### config.mk
export PLATFORM = sky130hd
export DESIGN_NAME = wks_device_flat
export DESIGN_NICKNAME = d
export VERILOG_FILES = /design/src/rtl/wks_pkg.sv /design/src/rtl/wks_if.sv /design/src/rtl/wks_device.sv /design/src/flat_wrapper.sv
export VERILOG_INCLUDE_DIRS = /design/src /design/src/rtl
export SDC_FILE = /design/constraint.sdc
export NUM_CORES = 1
export LEC_CHECK = 0
export BUFFER_PORTS_ARGS = -buffer_cell sky130_fd_sc_hd__buf_4
export CORE_ASPECT_RATIO = 0.75
export CORE_MARGIN = 3
export CORE_UTILIZATION = 40
export DETAILED_ROUTE_END_ITERATION = 10
export SYNTH_ARGS = -nofsm -noshare
export SYNTH_HDL_FRONTEND = slang
export SYNTH_SLANG_ARGS = --single-unit
### constraint.sdc
create_clock -name clk_i -period 2.1 [get_ports clk_i]
set_clock_uncertainty 0.2 [all_clocks]
set_input_delay 0.105 -clock clk_i [delete_from_list [all_inputs] [get_ports clk_i]]
set_output_delay 0.105 -clock clk_i [all_outputs]
set_load 0.005 [all_outputs]
### src/rtl/wks_consts.svh
/*
  Constants for the watchdog key, monitor select and self-test register bank.
  Assumes inclusion by the package and both ends.
*/
`ifndef WKS_CONSTS_SVH
`define WKS_CONSTS_SVH
`define WKS_ADDR_W          5
`define WKS_DATA_W          8
`define WKS_OFS_CHALLENGE   5'h0A
`define WKS_OFS_KEY         5'h0B
`define WKS_OFS_MONSEL      5'h0C
`define WKS_OFS_RES_MAIN    5'h0D
`define WKS_OFS_RES_SENSOR  5'h0E
`define WKS_RESET_VAL       8'h00
`define WKS_CHALLENGE_MASK  8'h3F
`define WKS_MONSEL_MASK     8'h0F
`define WKS_SENSOR_MASK     8'h0F
`define WKS_KEY_FIRST       8'hD3
`define WKS_KEY_SECOND      8'h33
`define WKS_ACT_FLASH       8'hCC
`define WKS_ACT_CONFIG      8'hCD
`define WKS_ACT_WD_RESTART  8'hCE
`define WKS_ACT_WD_DISABLE  8'hCF
`define WKS_MON_LAST_CODE   4'hB
`define WKS_THERMAL_BIT     6
`define WKS_HOST_OFS_STATUS 2'h0
`define WKS_HOST_OFS_ADDR   2'h1
`define WKS_HOST_OFS_DATA   2'h2
`define WKS_HOST_OFS_RDATA  2'h3
`endif

### src/rtl/wks_pkg.sv
/*
  Types for the watchdog key register bank.
  Assumes wks_consts.svh on the include path.
*/
`include "wks_consts.svh"
package wks_pkg;
  typedef enum logic [1:0] {
    WKS_KEY_IDLE   = 2'b00,
    WKS_KEY_FIRST  = 2'b01,
    WKS_KEY_SECOND = 2'b10
  } wks_key_state_t;
  typedef enum logic [1:0] {
    WKS_HOST_IDLE = 2'b00,
    WKS_HOST_WAIT = 2'b01
  } wks_host_state_t;
endpackage

### src/rtl/wks_if.sv
/*
  Register access link between host and device ends.
  Assumes one clock shared by both ends.
*/
`timescale 1ns/1ps
`include "wks_consts.svh"
interface wks_if;
  logic [`WKS_ADDR_W-1:0] addr;
  logic [`WKS_DATA_W-1:0] wdata;
  logic                   wr;
  logic                   rd;
  logic [`WKS_DATA_W-1:0] rdata;
  modport dev  (input addr, input wdata, input wr, input rd, output rdata);
  modport host (output addr, output wdata, output wr, output rd, input rdata);
endinterface

### src/rtl/wks_device.sv
/*
  Device end: challenge, unlock key sequencer, monitor select and sticky
  self-test result registers.
  Assumes a host on the link keeping the key order; test fail strobes and
  challenge loads arrive synchronous to clk_i.
*/
`timescale 1ns/1ps
`include "wks_consts.svh"
module wks_device
  import wks_pkg::*;
(
  input  wire logic       clk_i,
  input  wire logic       rst_i,
  wks_if.dev              bus,
  input  wire logic [7:0] main_fail_i,
  input  wire logic [3:0] sensor_fail_i,
  output logic            flash_mode_o,
  output logic            config_mode_o,
  output logic            wd_restart_o,
  output logic            wd_disable_o,
  output logic [5:0]      challenge_o,
  output logic [11:0]     monitor_route_o,
  output logic            monitor_valid_o
);
  // ********************************
  // Register state
  // ********************************
  logic [7:0]     challenge_r, challenge_nxt;
  // Write-only key word: kept, never returned on reads
  logic [7:0]     key_r, key_nxt;
  logic [7:0]     monsel_r, monsel_nxt;
  logic [7:0]     res_main_r, res_main_nxt;
  logic [7:0]     res_sensor_r, res_sensor_nxt;
  logic [7:0]     rdata_r, rdata_nxt;
  wks_key_state_t key_st_r, key_st_nxt;
  logic           flash_r, flash_nxt;
  logic           config_r, config_nxt;
  logic           restart_r, restart_nxt;
  logic           disable_r, disable_nxt;
  logic [11:0]    route_r, route_nxt;
  logic           mvalid_r, mvalid_nxt;
  logic           wr_chal, wr_key, wr_mon, wr_main, wr_sens;

  assign wr_chal = bus.wr && bus.addr == `WKS_OFS_CHALLENGE;
  assign wr_key  = bus.wr && bus.addr == `WKS_OFS_KEY;
  assign wr_mon  = bus.wr && bus.addr == `WKS_OFS_MONSEL;
  assign wr_main = bus.wr && bus.addr == `WKS_OFS_RES_MAIN;
  assign wr_sens = bus.wr && bus.addr == `WKS_OFS_RES_SENSOR;

  // ********************************
  // Writable registers and flags
  // ********************************
  always_comb begin
    challenge_nxt = challenge_r;
    monsel_nxt    = monsel_r;
    key_nxt       = key_r;
    if (wr_chal) begin
      challenge_nxt = bus.wdata & `WKS_CHALLENGE_MASK;
    end
    if (wr_mon) begin
      monsel_nxt = bus.wdata & `WKS_MONSEL_MASK;
    end
    if (wr_key) begin
      key_nxt = bus.wdata;
    end
    // Set wins over clear so a failure in the clearing cycle survives
    res_main_nxt = res_main_r;
    if (wr_main) begin
      res_main_nxt = res_main_r & ~bus.wdata;
    end
    res_main_nxt = res_main_nxt | main_fail_i;
    res_sensor_nxt = res_sensor_r;
    if (wr_sens) begin
      res_sensor_nxt = res_sensor_r & ~bus.wdata;
    end
    res_sensor_nxt = (res_sensor_nxt | {4'h0, sensor_fail_i}) & `WKS_SENSOR_MASK;
  end

  // ********************************
  // Unlock key sequencer
  // ********************************
  always_comb begin
    key_st_nxt  = key_st_r;
    flash_nxt   = 1'b0;
    config_nxt  = 1'b0;
    restart_nxt = 1'b0;
    disable_nxt = disable_r;
    if (wr_key) begin
      case (key_st_r)
        WKS_KEY_IDLE: begin
          // A wrong first word simply keeps waiting
          key_st_nxt = (bus.wdata == `WKS_KEY_FIRST) ? WKS_KEY_FIRST : WKS_KEY_IDLE;
        end
        WKS_KEY_FIRST: begin
          // A repeated first word also drops back to idle
          key_st_nxt = (bus.wdata == `WKS_KEY_SECOND) ? WKS_KEY_SECOND : WKS_KEY_IDLE;
        end
        WKS_KEY_SECOND: begin
          key_st_nxt = WKS_KEY_IDLE;
          case (bus.wdata)
            `WKS_ACT_FLASH:      flash_nxt   = 1'b1;
            `WKS_ACT_CONFIG:     config_nxt  = 1'b1;
            `WKS_ACT_WD_RESTART: begin
              restart_nxt = 1'b1;
              // Restart also lifts a debug disable
              disable_nxt = 1'b0;
            end
            `WKS_ACT_WD_DISABLE: disable_nxt = 1'b1;
            default:             key_st_nxt  = WKS_KEY_IDLE;
          endcase
        end
        default: key_st_nxt = WKS_KEY_IDLE;
      endcase
    end
  end

  // ********************************
  // Monitor route and read path
  // ********************************
  always_comb begin
    route_nxt  = 12'h000;
    mvalid_nxt = 1'b0;
    // Codes past the last source drive an all-zero route and clear valid
    if (monsel_r[3:0] <= `WKS_MON_LAST_CODE) begin
      route_nxt[monsel_r[3:0]] = 1'b1;
      mvalid_nxt               = 1'b1;
    end else begin
      mvalid_nxt = 1'b0;
    end
    rdata_nxt = `WKS_RESET_VAL;
    if (bus.rd) begin
      if (bus.addr == `WKS_OFS_CHALLENGE) begin
        rdata_nxt = challenge_r;
      end else if (bus.addr == `WKS_OFS_MONSEL) begin
        rdata_nxt = monsel_r;
      end else if (bus.addr == `WKS_OFS_RES_MAIN) begin
        rdata_nxt = res_main_r;
      end else if (bus.addr == `WKS_OFS_RES_SENSOR) begin
        rdata_nxt = res_sensor_r;
      end else begin
        // Key and unmapped offsets read as zero
        rdata_nxt = `WKS_RESET_VAL;
      end
    end
  end

  always_ff @(posedge clk_i or posedge rst_i) begin
    if (rst_i) begin
      challenge_r  <= `WKS_RESET_VAL;
      key_r        <= `WKS_RESET_VAL;
      monsel_r     <= `WKS_RESET_VAL;
      res_main_r   <= `WKS_RESET_VAL;
      res_sensor_r <= `WKS_RESET_VAL;
      rdata_r      <= `WKS_RESET_VAL;
      key_st_r     <= WKS_KEY_IDLE;
      flash_r      <= 1'b0;
      config_r     <= 1'b0;
      restart_r    <= 1'b0;
      disable_r    <= 1'b0;
      route_r      <= 12'h000;
      mvalid_r     <= 1'b0;
    end else begin
      challenge_r  <= challenge_nxt;
      key_r        <= key_nxt;
      monsel_r     <= monsel_nxt;
      res_main_r   <= res_main_nxt;
      res_sensor_r <= res_sensor_nxt;
      rdata_r      <= rdata_nxt;
      key_st_r     <= key_st_nxt;
      flash_r      <= flash_nxt;
      config_r     <= config_nxt;
      restart_r    <= restart_nxt;
      disable_r    <= disable_nxt;
      route_r      <= route_nxt;
      mvalid_r     <= mvalid_nxt;
    end
  end

  // ********************************
  // Outputs
  // ********************************
  // All straight from registers, so no decode glitch reaches a pin
  assign bus.rdata       = rdata_r;
  assign flash_mode_o    = flash_r;
  assign config_mode_o   = config_r;
  assign wd_restart_o    = restart_r;
  assign wd_disable_o    = disable_r;
  assign challenge_o     = challenge_r[5:0];
  assign monitor_route_o = route_r;
  assign monitor_valid_o = mvalid_r;
endmodule

### src/flat_wrapper.sv
// flat-port wrapper written by rule: the top's interface ports become plain ports
module wks_device_flat import wks_pkg::*;
  (clk_i, rst_i, main_fail_i, sensor_fail_i, flash_mode_o, config_mode_o, wd_restart_o, wd_disable_o, challenge_o, monitor_route_o, monitor_valid_o, bus_addr, bus_wdata, bus_wr, bus_rd, bus_rdata);
  wks_if bus_i ();
  input  wire logic clk_i;
  input  wire logic rst_i;
  input  wire logic [7:0] main_fail_i;
  input  wire logic [3:0] sensor_fail_i;
  output logic flash_mode_o;
  output logic config_mode_o;
  output logic wd_restart_o;
  output logic wd_disable_o;
  output logic [5:0] challenge_o;
  output logic [11:0] monitor_route_o;
  output logic monitor_valid_o;
  input wire logic [$bits(bus_i.addr)-1:0] bus_addr;
  input wire logic [$bits(bus_i.wdata)-1:0] bus_wdata;
  input wire logic [$bits(bus_i.wr)-1:0] bus_wr;
  input wire logic [$bits(bus_i.rd)-1:0] bus_rd;
  output wire logic [$bits(bus_i.rdata)-1:0] bus_rdata;
  assign bus_i.addr = bus_addr;
  assign bus_i.wdata = bus_wdata;
  assign bus_i.wr = bus_wr;
  assign bus_i.rd = bus_rd;
  assign bus_rdata = bus_i.rdata;
  wks_device u_core (.clk_i(clk_i), .rst_i(rst_i), .bus(bus_i), .main_fail_i(main_fail_i), .sensor_fail_i(sensor_fail_i), .flash_mode_o(flash_mode_o), .config_mode_o(config_mode_o), .wd_restart_o(wd_restart_o), .wd_disable_o(wd_disable_o), .challenge_o(challenge_o), .monitor_route_o(monitor_route_o), .monitor_valid_o(monitor_valid_o));
endmodule
# Word-level counts from Yosys, hierarchy flattened
# Cells that the tools add are included.
dict set report op_classes {
  addsub 0
  mul 0
  div_mod_pow 0
  order_cmp 3
  n_eq_ne 13
  shift 0
  n_mux 24
  bitwise_logic 5
  n_reduce_logical 9
}
# cell count
set op_table {}
lappend op_table {{8-bit == test, second input constant} 5}
lappend op_table {{8-bit two-way mux} 5}
lappend op_table {{5-bit by 4-bit == test with 1-bit output, second input constant} 5}
lappend op_table {{1-bit two-way mux} 12}
lappend op_table {{12-bit two-way mux} 1}
lappend op_table {{8-bit AND} 1}
lappend op_table {{8-bit by 6-bit == test with 1-bit output, second input constant} 1}
lappend op_table {{4-bit two-way mux} 2}
lappend op_table {{8-bit inverter} 1}
lappend op_table {{8-bit bitwise OR} 1}
lappend op_table {{1-bit logical AND} 6}
lappend op_table {{4-bit by 5-bit < comparator with 1-bit output, second input constant} 1}
lappend op_table {{4-bit AND} 1}
lappend op_table {{1-bit demux with 4-bit select} 1}
lappend op_table {{4-bit by 1-bit >= comparator with 1-bit output, second input constant} 1}
lappend op_table {{4-bit <= comparator, second input constant} 1}
lappend op_table {{4-bit bitwise OR} 1}
lappend op_table {{2-bit one-hot mux with 2 select lines} 1}
lappend op_table {{3-bit AND reduction} 1}
lappend op_table {{2-bit by 1-bit == test with 1-bit output, second input constant} 1}
lappend op_table {{2-bit == test, second input constant} 1}
lappend op_table {{2-bit zero test} 1}
lappend op_table {{2-bit two-way mux} 1}
lappend op_table {{1-bit one-hot mux with 2 select lines} 1}
lappend op_table {{2-bit nonzero test} 1}
dict set report totals {
  regBits 49
  latchBits 0
  ramBits 0
  mem_bits_ro 0
  in_bits 29
  out_inout_bits 31
  word_cells 66
  mem_count 0
}

# Depth between registers and ports, before layout
dict set report logic_depth {
  depth_word 6
  ltp_mapped 4
  mapped_depth_nobuf 3
}

# Worst setup path before layout
# Ideal clock, no wire load.
dict set report synth_path {
  path_kind {register to register}
  from {register u_core.key_st_r[0]}
  to {register u_core.disable_r, in the netlist u_core.wd_disable_o}
  setup_ns 0.095
  arrival_ns 1.283
  slack_ns 0.522
  path_stages_with_launch 4
  path_buffers 0
  cell_sequence {dfrtp_1 > nand4bb_1 > or4_1 > o31ai_1}
}
dict set report synth_via {
  elab_chain_len 2
}
# element line_no
set synth_rtl {}
lappend synth_rtl {{start: declaration} wks_device.sv:35} ;# wks_key_state_t key_st_r, key_st_nxt;
lappend synth_rtl {{start signal: assignment} wks_device.sv:169} ;# key_st_r <= key_st_nxt;
lappend synth_rtl {{2-bit == test} wks_device.sv:89} ;# case (key_st_r)
lappend synth_rtl {{3-bit AND reduction (no line)} --}
lappend synth_rtl {{end signal: assignment} wks_device.sv:173} ;# disable_r <= disable_nxt;
lappend synth_rtl {{end: declaration} wks_device.sv:39} ;# logic disable_r, disable_nxt;
# No other way between the ends.
# A chain may end at the register's enable or synchronous reset.

# Worst setup path in the final report
dict set report layout_path {
  from {input bus_addr[4]}
  to {register u_core.rdata_r[5], in the netlist u_core.bus.rdata[5]}
}
dict set report layout_via {
  elab_chain_len 5
  elab_cells_between_ends 7
  cone_classes {3 x eq/ne; 4 x mux}
}
# element line_no
set layout_rtl {}
lappend layout_rtl {{start: declaration} flat_wrapper.sv:16} ;# input wire logic [$bits(bus_i.addr)-1:0] bus_addr;
lappend layout_rtl {{5-bit by 4-bit == test with 1-bit output (no line)} --}
lappend layout_rtl {{8-bit two-way mux} wks_device.sv:136} ;# end else if (bus.addr == `WKS_OFS_RES_MAIN) begin
lappend layout_rtl {{8-bit two-way mux} wks_device.sv:134} ;# end else if (bus.addr == `WKS_OFS_MONSEL) begin
lappend layout_rtl {{8-bit two-way mux *} wks_device.sv:132} ;# if (bus.addr == `WKS_OFS_CHALLENGE) begin
lappend layout_rtl {{8-bit two-way mux *} wks_device.sv:131} ;# if (bus.rd) begin
lappend layout_rtl {{via u_core.rdata_nxt[5]} wks_device.sv:34} ;# logic [7:0] rdata_r, rdata_nxt;
lappend layout_rtl {{end signal: assignment} wks_device.sv:154} ;# rdata_r <= `WKS_RESET_VAL;
lappend layout_rtl {{end signal: assignment} wks_device.sv:168} ;# rdata_r <= rdata_nxt;
lappend layout_rtl {{end: declaration} wks_device.sv:34}
# The timed path passes the listed nets; every way through them passes the cells marked *.

==> results by stage <==
Global route:
- For met3 alone, demand over resource in global routing was 0.04091.
- The number of antenna violations at the first check in global routing is 0.
- The number of global-route vias before repair is 1724.
- The global-route met1 utilization is 0.3195.
- The wire length of the first global-routing pass is 8921 microns.
- The met2 usage in global routing is 0.2752.
- Summed over all layers, the global routing overflow is 0.
- Across every metal layer, demand over resource in global routing totals 0.2040.
- The busiest layer in global routing is met1.
- Entering global routing, the biggest net connects 25 pins.

STA:
- After routing, the total negative slack on setup checks comes to 0 ns.
- The max-slew headroom at the worst pin is 0.6807.
- The final-report setup violation count is 0.
- The post-route fraction of the period consumed by the critical path is 0.9628.
- Derived from the worst setup path, the maximum achievable clock frequency is approximately 0.49 GHz.
- The worst hold slack after final layout is -0.006802 ns.
- The number of max-slew violations in the final report is 0.
- After layout, the worst setup slack is 0.07814 ns.
- The slew at the pin with the worst max-slew slack is 0.4783 ns.
- Setup repair after global routing left no endpoint under its margin.
- The clock period minus final worst setup slack is 2.022 ns.
- The number of hold-slack violations in the final timing report is 1.

Pwr:
- The largest voltage drop on the vdd net is between 0.0005 and 0.0006 V.
- Power spread over the standard cell area amounts to 666.7 nW/um^2.
- The leakage power summed over all cells is 1.350 nW.
- The sum of internal, switching and leakage power is 1.958 mW.

Critical path:
- The setup slack on the worst flop-to-flop path is 0.39 ns.
- The startpoint kind of the worst setup timing path is a primary input.
- The beginning of the critical path is bus_addr[4].
- At the worst endpoint, the arrival time is between 2 and 2.5 ns.
- The worst setup path is of the in2reg kind.
- The worst register-to-register path begins at u_core.key_st_r[0]$_DFFE_PP0P_.
- The type of element capturing the critical path is a flip-flop.
- In this run the worst path has a maximum fanout of 8.
- For the worst setup path, the data required time is 2.12 ns.

Detailed routing:
- The sum of routed wire length over all layers is 5703 microns.
- The number of iterations in the first detailed-routing pass is 4.
- The detailed router's first-iteration violation count is approximately 130.
- The post-detailed-route DRC marker count is 0.
- The post-detailed-route count of antenna-violating nets is 0.
- The routed layout has between 1500 and 2000 vias.
- Dividing the detail-routed via count by the number of cells gives ~5.2.
- The detailed-route wire length per cell is 17.07 microns.

Placement:
- The total placed cells including tap cells is ~300.
- The count of buffers from port buffering is 59.
- The half-perimeter wire length after detailed placement is 4151 microns.
- Once placement finished, the instance area stood at approximately 2600 sq um.
- The weighted congestion at the end of routability-driven global placement is 0.9059.
- The post-place setup slack is approximately 0.38 ns.

Yosys:
- Synthesis instantiated 35 different standard cells from the library.
- Among all flip-flop cells after synthesis, the most frequent one is sky130_fd_sc_hd__dfrtp_1.
- The number of storage elements in the synthesis netlist is 49.
- The share of async-settable or async-resettable flops after synthesis is 1.000.
- The combined area of all synthesized cells is 2047 sq um.
- The share of the Yosys chip area taken by registers is 0.5990.
- Yosys mapped a number of flops with a built-in enable equal to 0.
- The count of mapped cells out of synthesis is 184.
- During synthesis, Yosys emitted a total of 0 warnings.
- The average instance in the mapped netlist occupies 11.12 sq um.
- The number of nets produced by synthesis is 213.

Layout:
- For this run, the post-layout net count is roughly 310.
- The post-route standard cell area excluding fillers is 2937 sq um.
- The utilization after layout is 0.6244.
- The area used by sequential logic in the layout is 1226 sq um.
- The repair_antennas step left the layout with diodes totalling 0.
- The layout has 389 filler cells.
- In the final layout, the share of cells above drive strength 1 is 0.2599.
- The multi-input combinational cell area is 759.5 sq um.
- The area growth from synthesis to layout is 43.46%.
- The finished layout holds 334 standard cells, fillers aside.

Clock tree:
- TritonCTS created 5 clock buffers.
- The clock tree from TritonCTS is built.
- Clock-pin slew was measured on the worst setup and hold paths at ~0.09 ns.
- The maximum root-to-sink buffer count is 2.
- The root buffer cell is sky130_fd_sc_hd__clkbuf_8.
- The clock net sink count is 49.
- The insertion delay of the later-clocked pin in the worst-skew pair is 0.30 ns.
- The H-tree was split into 2 levels.

Die:
- The placement row count is 21.
- The die extent in y is 67.95 microns.
- The placeable core region is 4703 sq um.
- The die area is 6020 sq um.
- For this design the top-level I/O count stands at 60.
- The initial utilization of the core area, before any placement, comes to 0.4352.
- In this run the horizontal extent of the chip is 88.60 microns.

Status:
- The final reports fail on negative hold slack.
- The flow ran to the end, but the final reports show violations.

Min path:
- The path category of the worst min-delay check is in2reg.
- In this run the most critical hold path is launched from bus_addr[1].

Job:
- The max-cap check violation count is 0.
placed cells by master (no fill, tap or decap), types with 5 or more instances in the layout:
cell	count
sky130_fd_sc_hd__a31oi_1	8
sky130_fd_sc_hd__buf_4	62
sky130_fd_sc_hd__clkbuf_8	5
sky130_fd_sc_hd__dfrtp_1	49
sky130_fd_sc_hd__dlygate4sd3_1	27
sky130_fd_sc_hd__inv_1	14
sky130_fd_sc_hd__mux2_1	8
sky130_fd_sc_hd__nand2_1	11
sky130_fd_sc_hd__nand3_1	7
sky130_fd_sc_hd__nor2_1	16
sky130_fd_sc_hd__nor3_1	12
final cells by class:
cell class              count  area share
clock buffers               7     0.02599
clock inverters             1    0.002556
inverters                  16     0.02045
multi-input cells         115      0.2586
flip-flops and latches     49      0.4176
well taps                  57     0.02429
repair buffers             89      0.2505
final timing paths:
check | end | cells past startpoint
setup / recovery | u_core.bus.rdata[5]$_DFF_PP0_ | 6
hold / removal | u_core.wd_disable_o$_DFFE_PP0P_ | 4
setup reg to reg | u_core.wd_disable_o$_DFFE_PP0P_ | 3
hold reg to reg | u_core.res_sensor_r[0]$_DFF_PP0_ | 1
max in group asynchronous | u_core.bus.rdata[7]$_DFF_PP0_ | 4
min in group asynchronous | u_core.monitor_valid_o$_DFF_PP0_ | 3
cell usage after synthesis, types with 4 or more instances:
master	count	area, sq um
sky130_fd_sc_hd__mux2_1	8	90.09
sky130_fd_sc_hd__inv_1	15	56.30
sky130_fd_sc_hd__a21o_1	4	30.03
sky130_fd_sc_hd__clkbuf_1	4	15.01
sky130_fd_sc_hd__nand2_1	11	41.29
sky130_fd_sc_hd__nor3_1	12	60.06
sky130_fd_sc_hd__nand3_1	7	35.03
sky130_fd_sc_hd__a31oi_1	8	50.05
sky130_fd_sc_hd__dfrtp_1	49	1226
sky130_fd_sc_hd__nor2_1	17	63.81
state kept, by name, summed over array words and instances (netlist names), 2 cells and up:
signal                  flops
u_core.res_main_r           8
u_core.key_st_r             2
u_core.challenge_r          6
u_core.monitor_route_o     12
u_core.bus.rdata            8
u_core.monsel_r             4
u_core.res_sensor_r         4
routing by layer:
metal,wire (microns),part of all wire,vias to the layer above
li1,-,-,846
met1,2886,0.51,832
met2,2412,0.42,56
met3,354,0.062,4
met4,48,0.0084,0
met5,0,0,-
power by group:
| part | leakage (nW) | internal, mW | switching [mW] |
|---|---|---|---|
| combinational | 0.715 | 0.176 | 0.162 |
| sequential | 0.596 | 1.01 | 0.0614 |
| clock | 0.0385 | 0.236 | 0.310 |
cell families (layout without fill, tap and decap cells):
| group | count (synthesis) | in the layout | synth area share |
|---|---|---|---|
| flip-flops | 49 | 49 | 0.5990 |
| AND/OR/NAND/NOR | 77 | 77 | 0.2109 |
| multiplexers | 10 | 10 | 0.05379 |
| AO/OA/AOI/OAI | 28 | 28 | 0.09963 |
| buffers and inverters | 20 | 113 | 0.03667 |
worst max-delay path: stages:
cell and delay, ns:
sky130_fd_sc_hd__buf_4 0.14, sky130_fd_sc_hd__dlygate4sd3_1 0.61, sky130_fd_sc_hd__nor4bb_2 0.33, sky130_fd_sc_hd__nand3_1 0.10, sky130_fd_sc_hd__dlygate4sd3_1 0.58, sky130_fd_sc_hd__a21boi_1 0.18
what timing repair did:
item | CTS | global route
endpoints found under the setup margin | 0 | 4
hold buffers | 28 | 0
setup buffers | 0 | 0
hold endpoints to repair | 57 | 0
gates resized for setup | 0 | 3
Note: power is estimated with default switching activity, not from simulation.
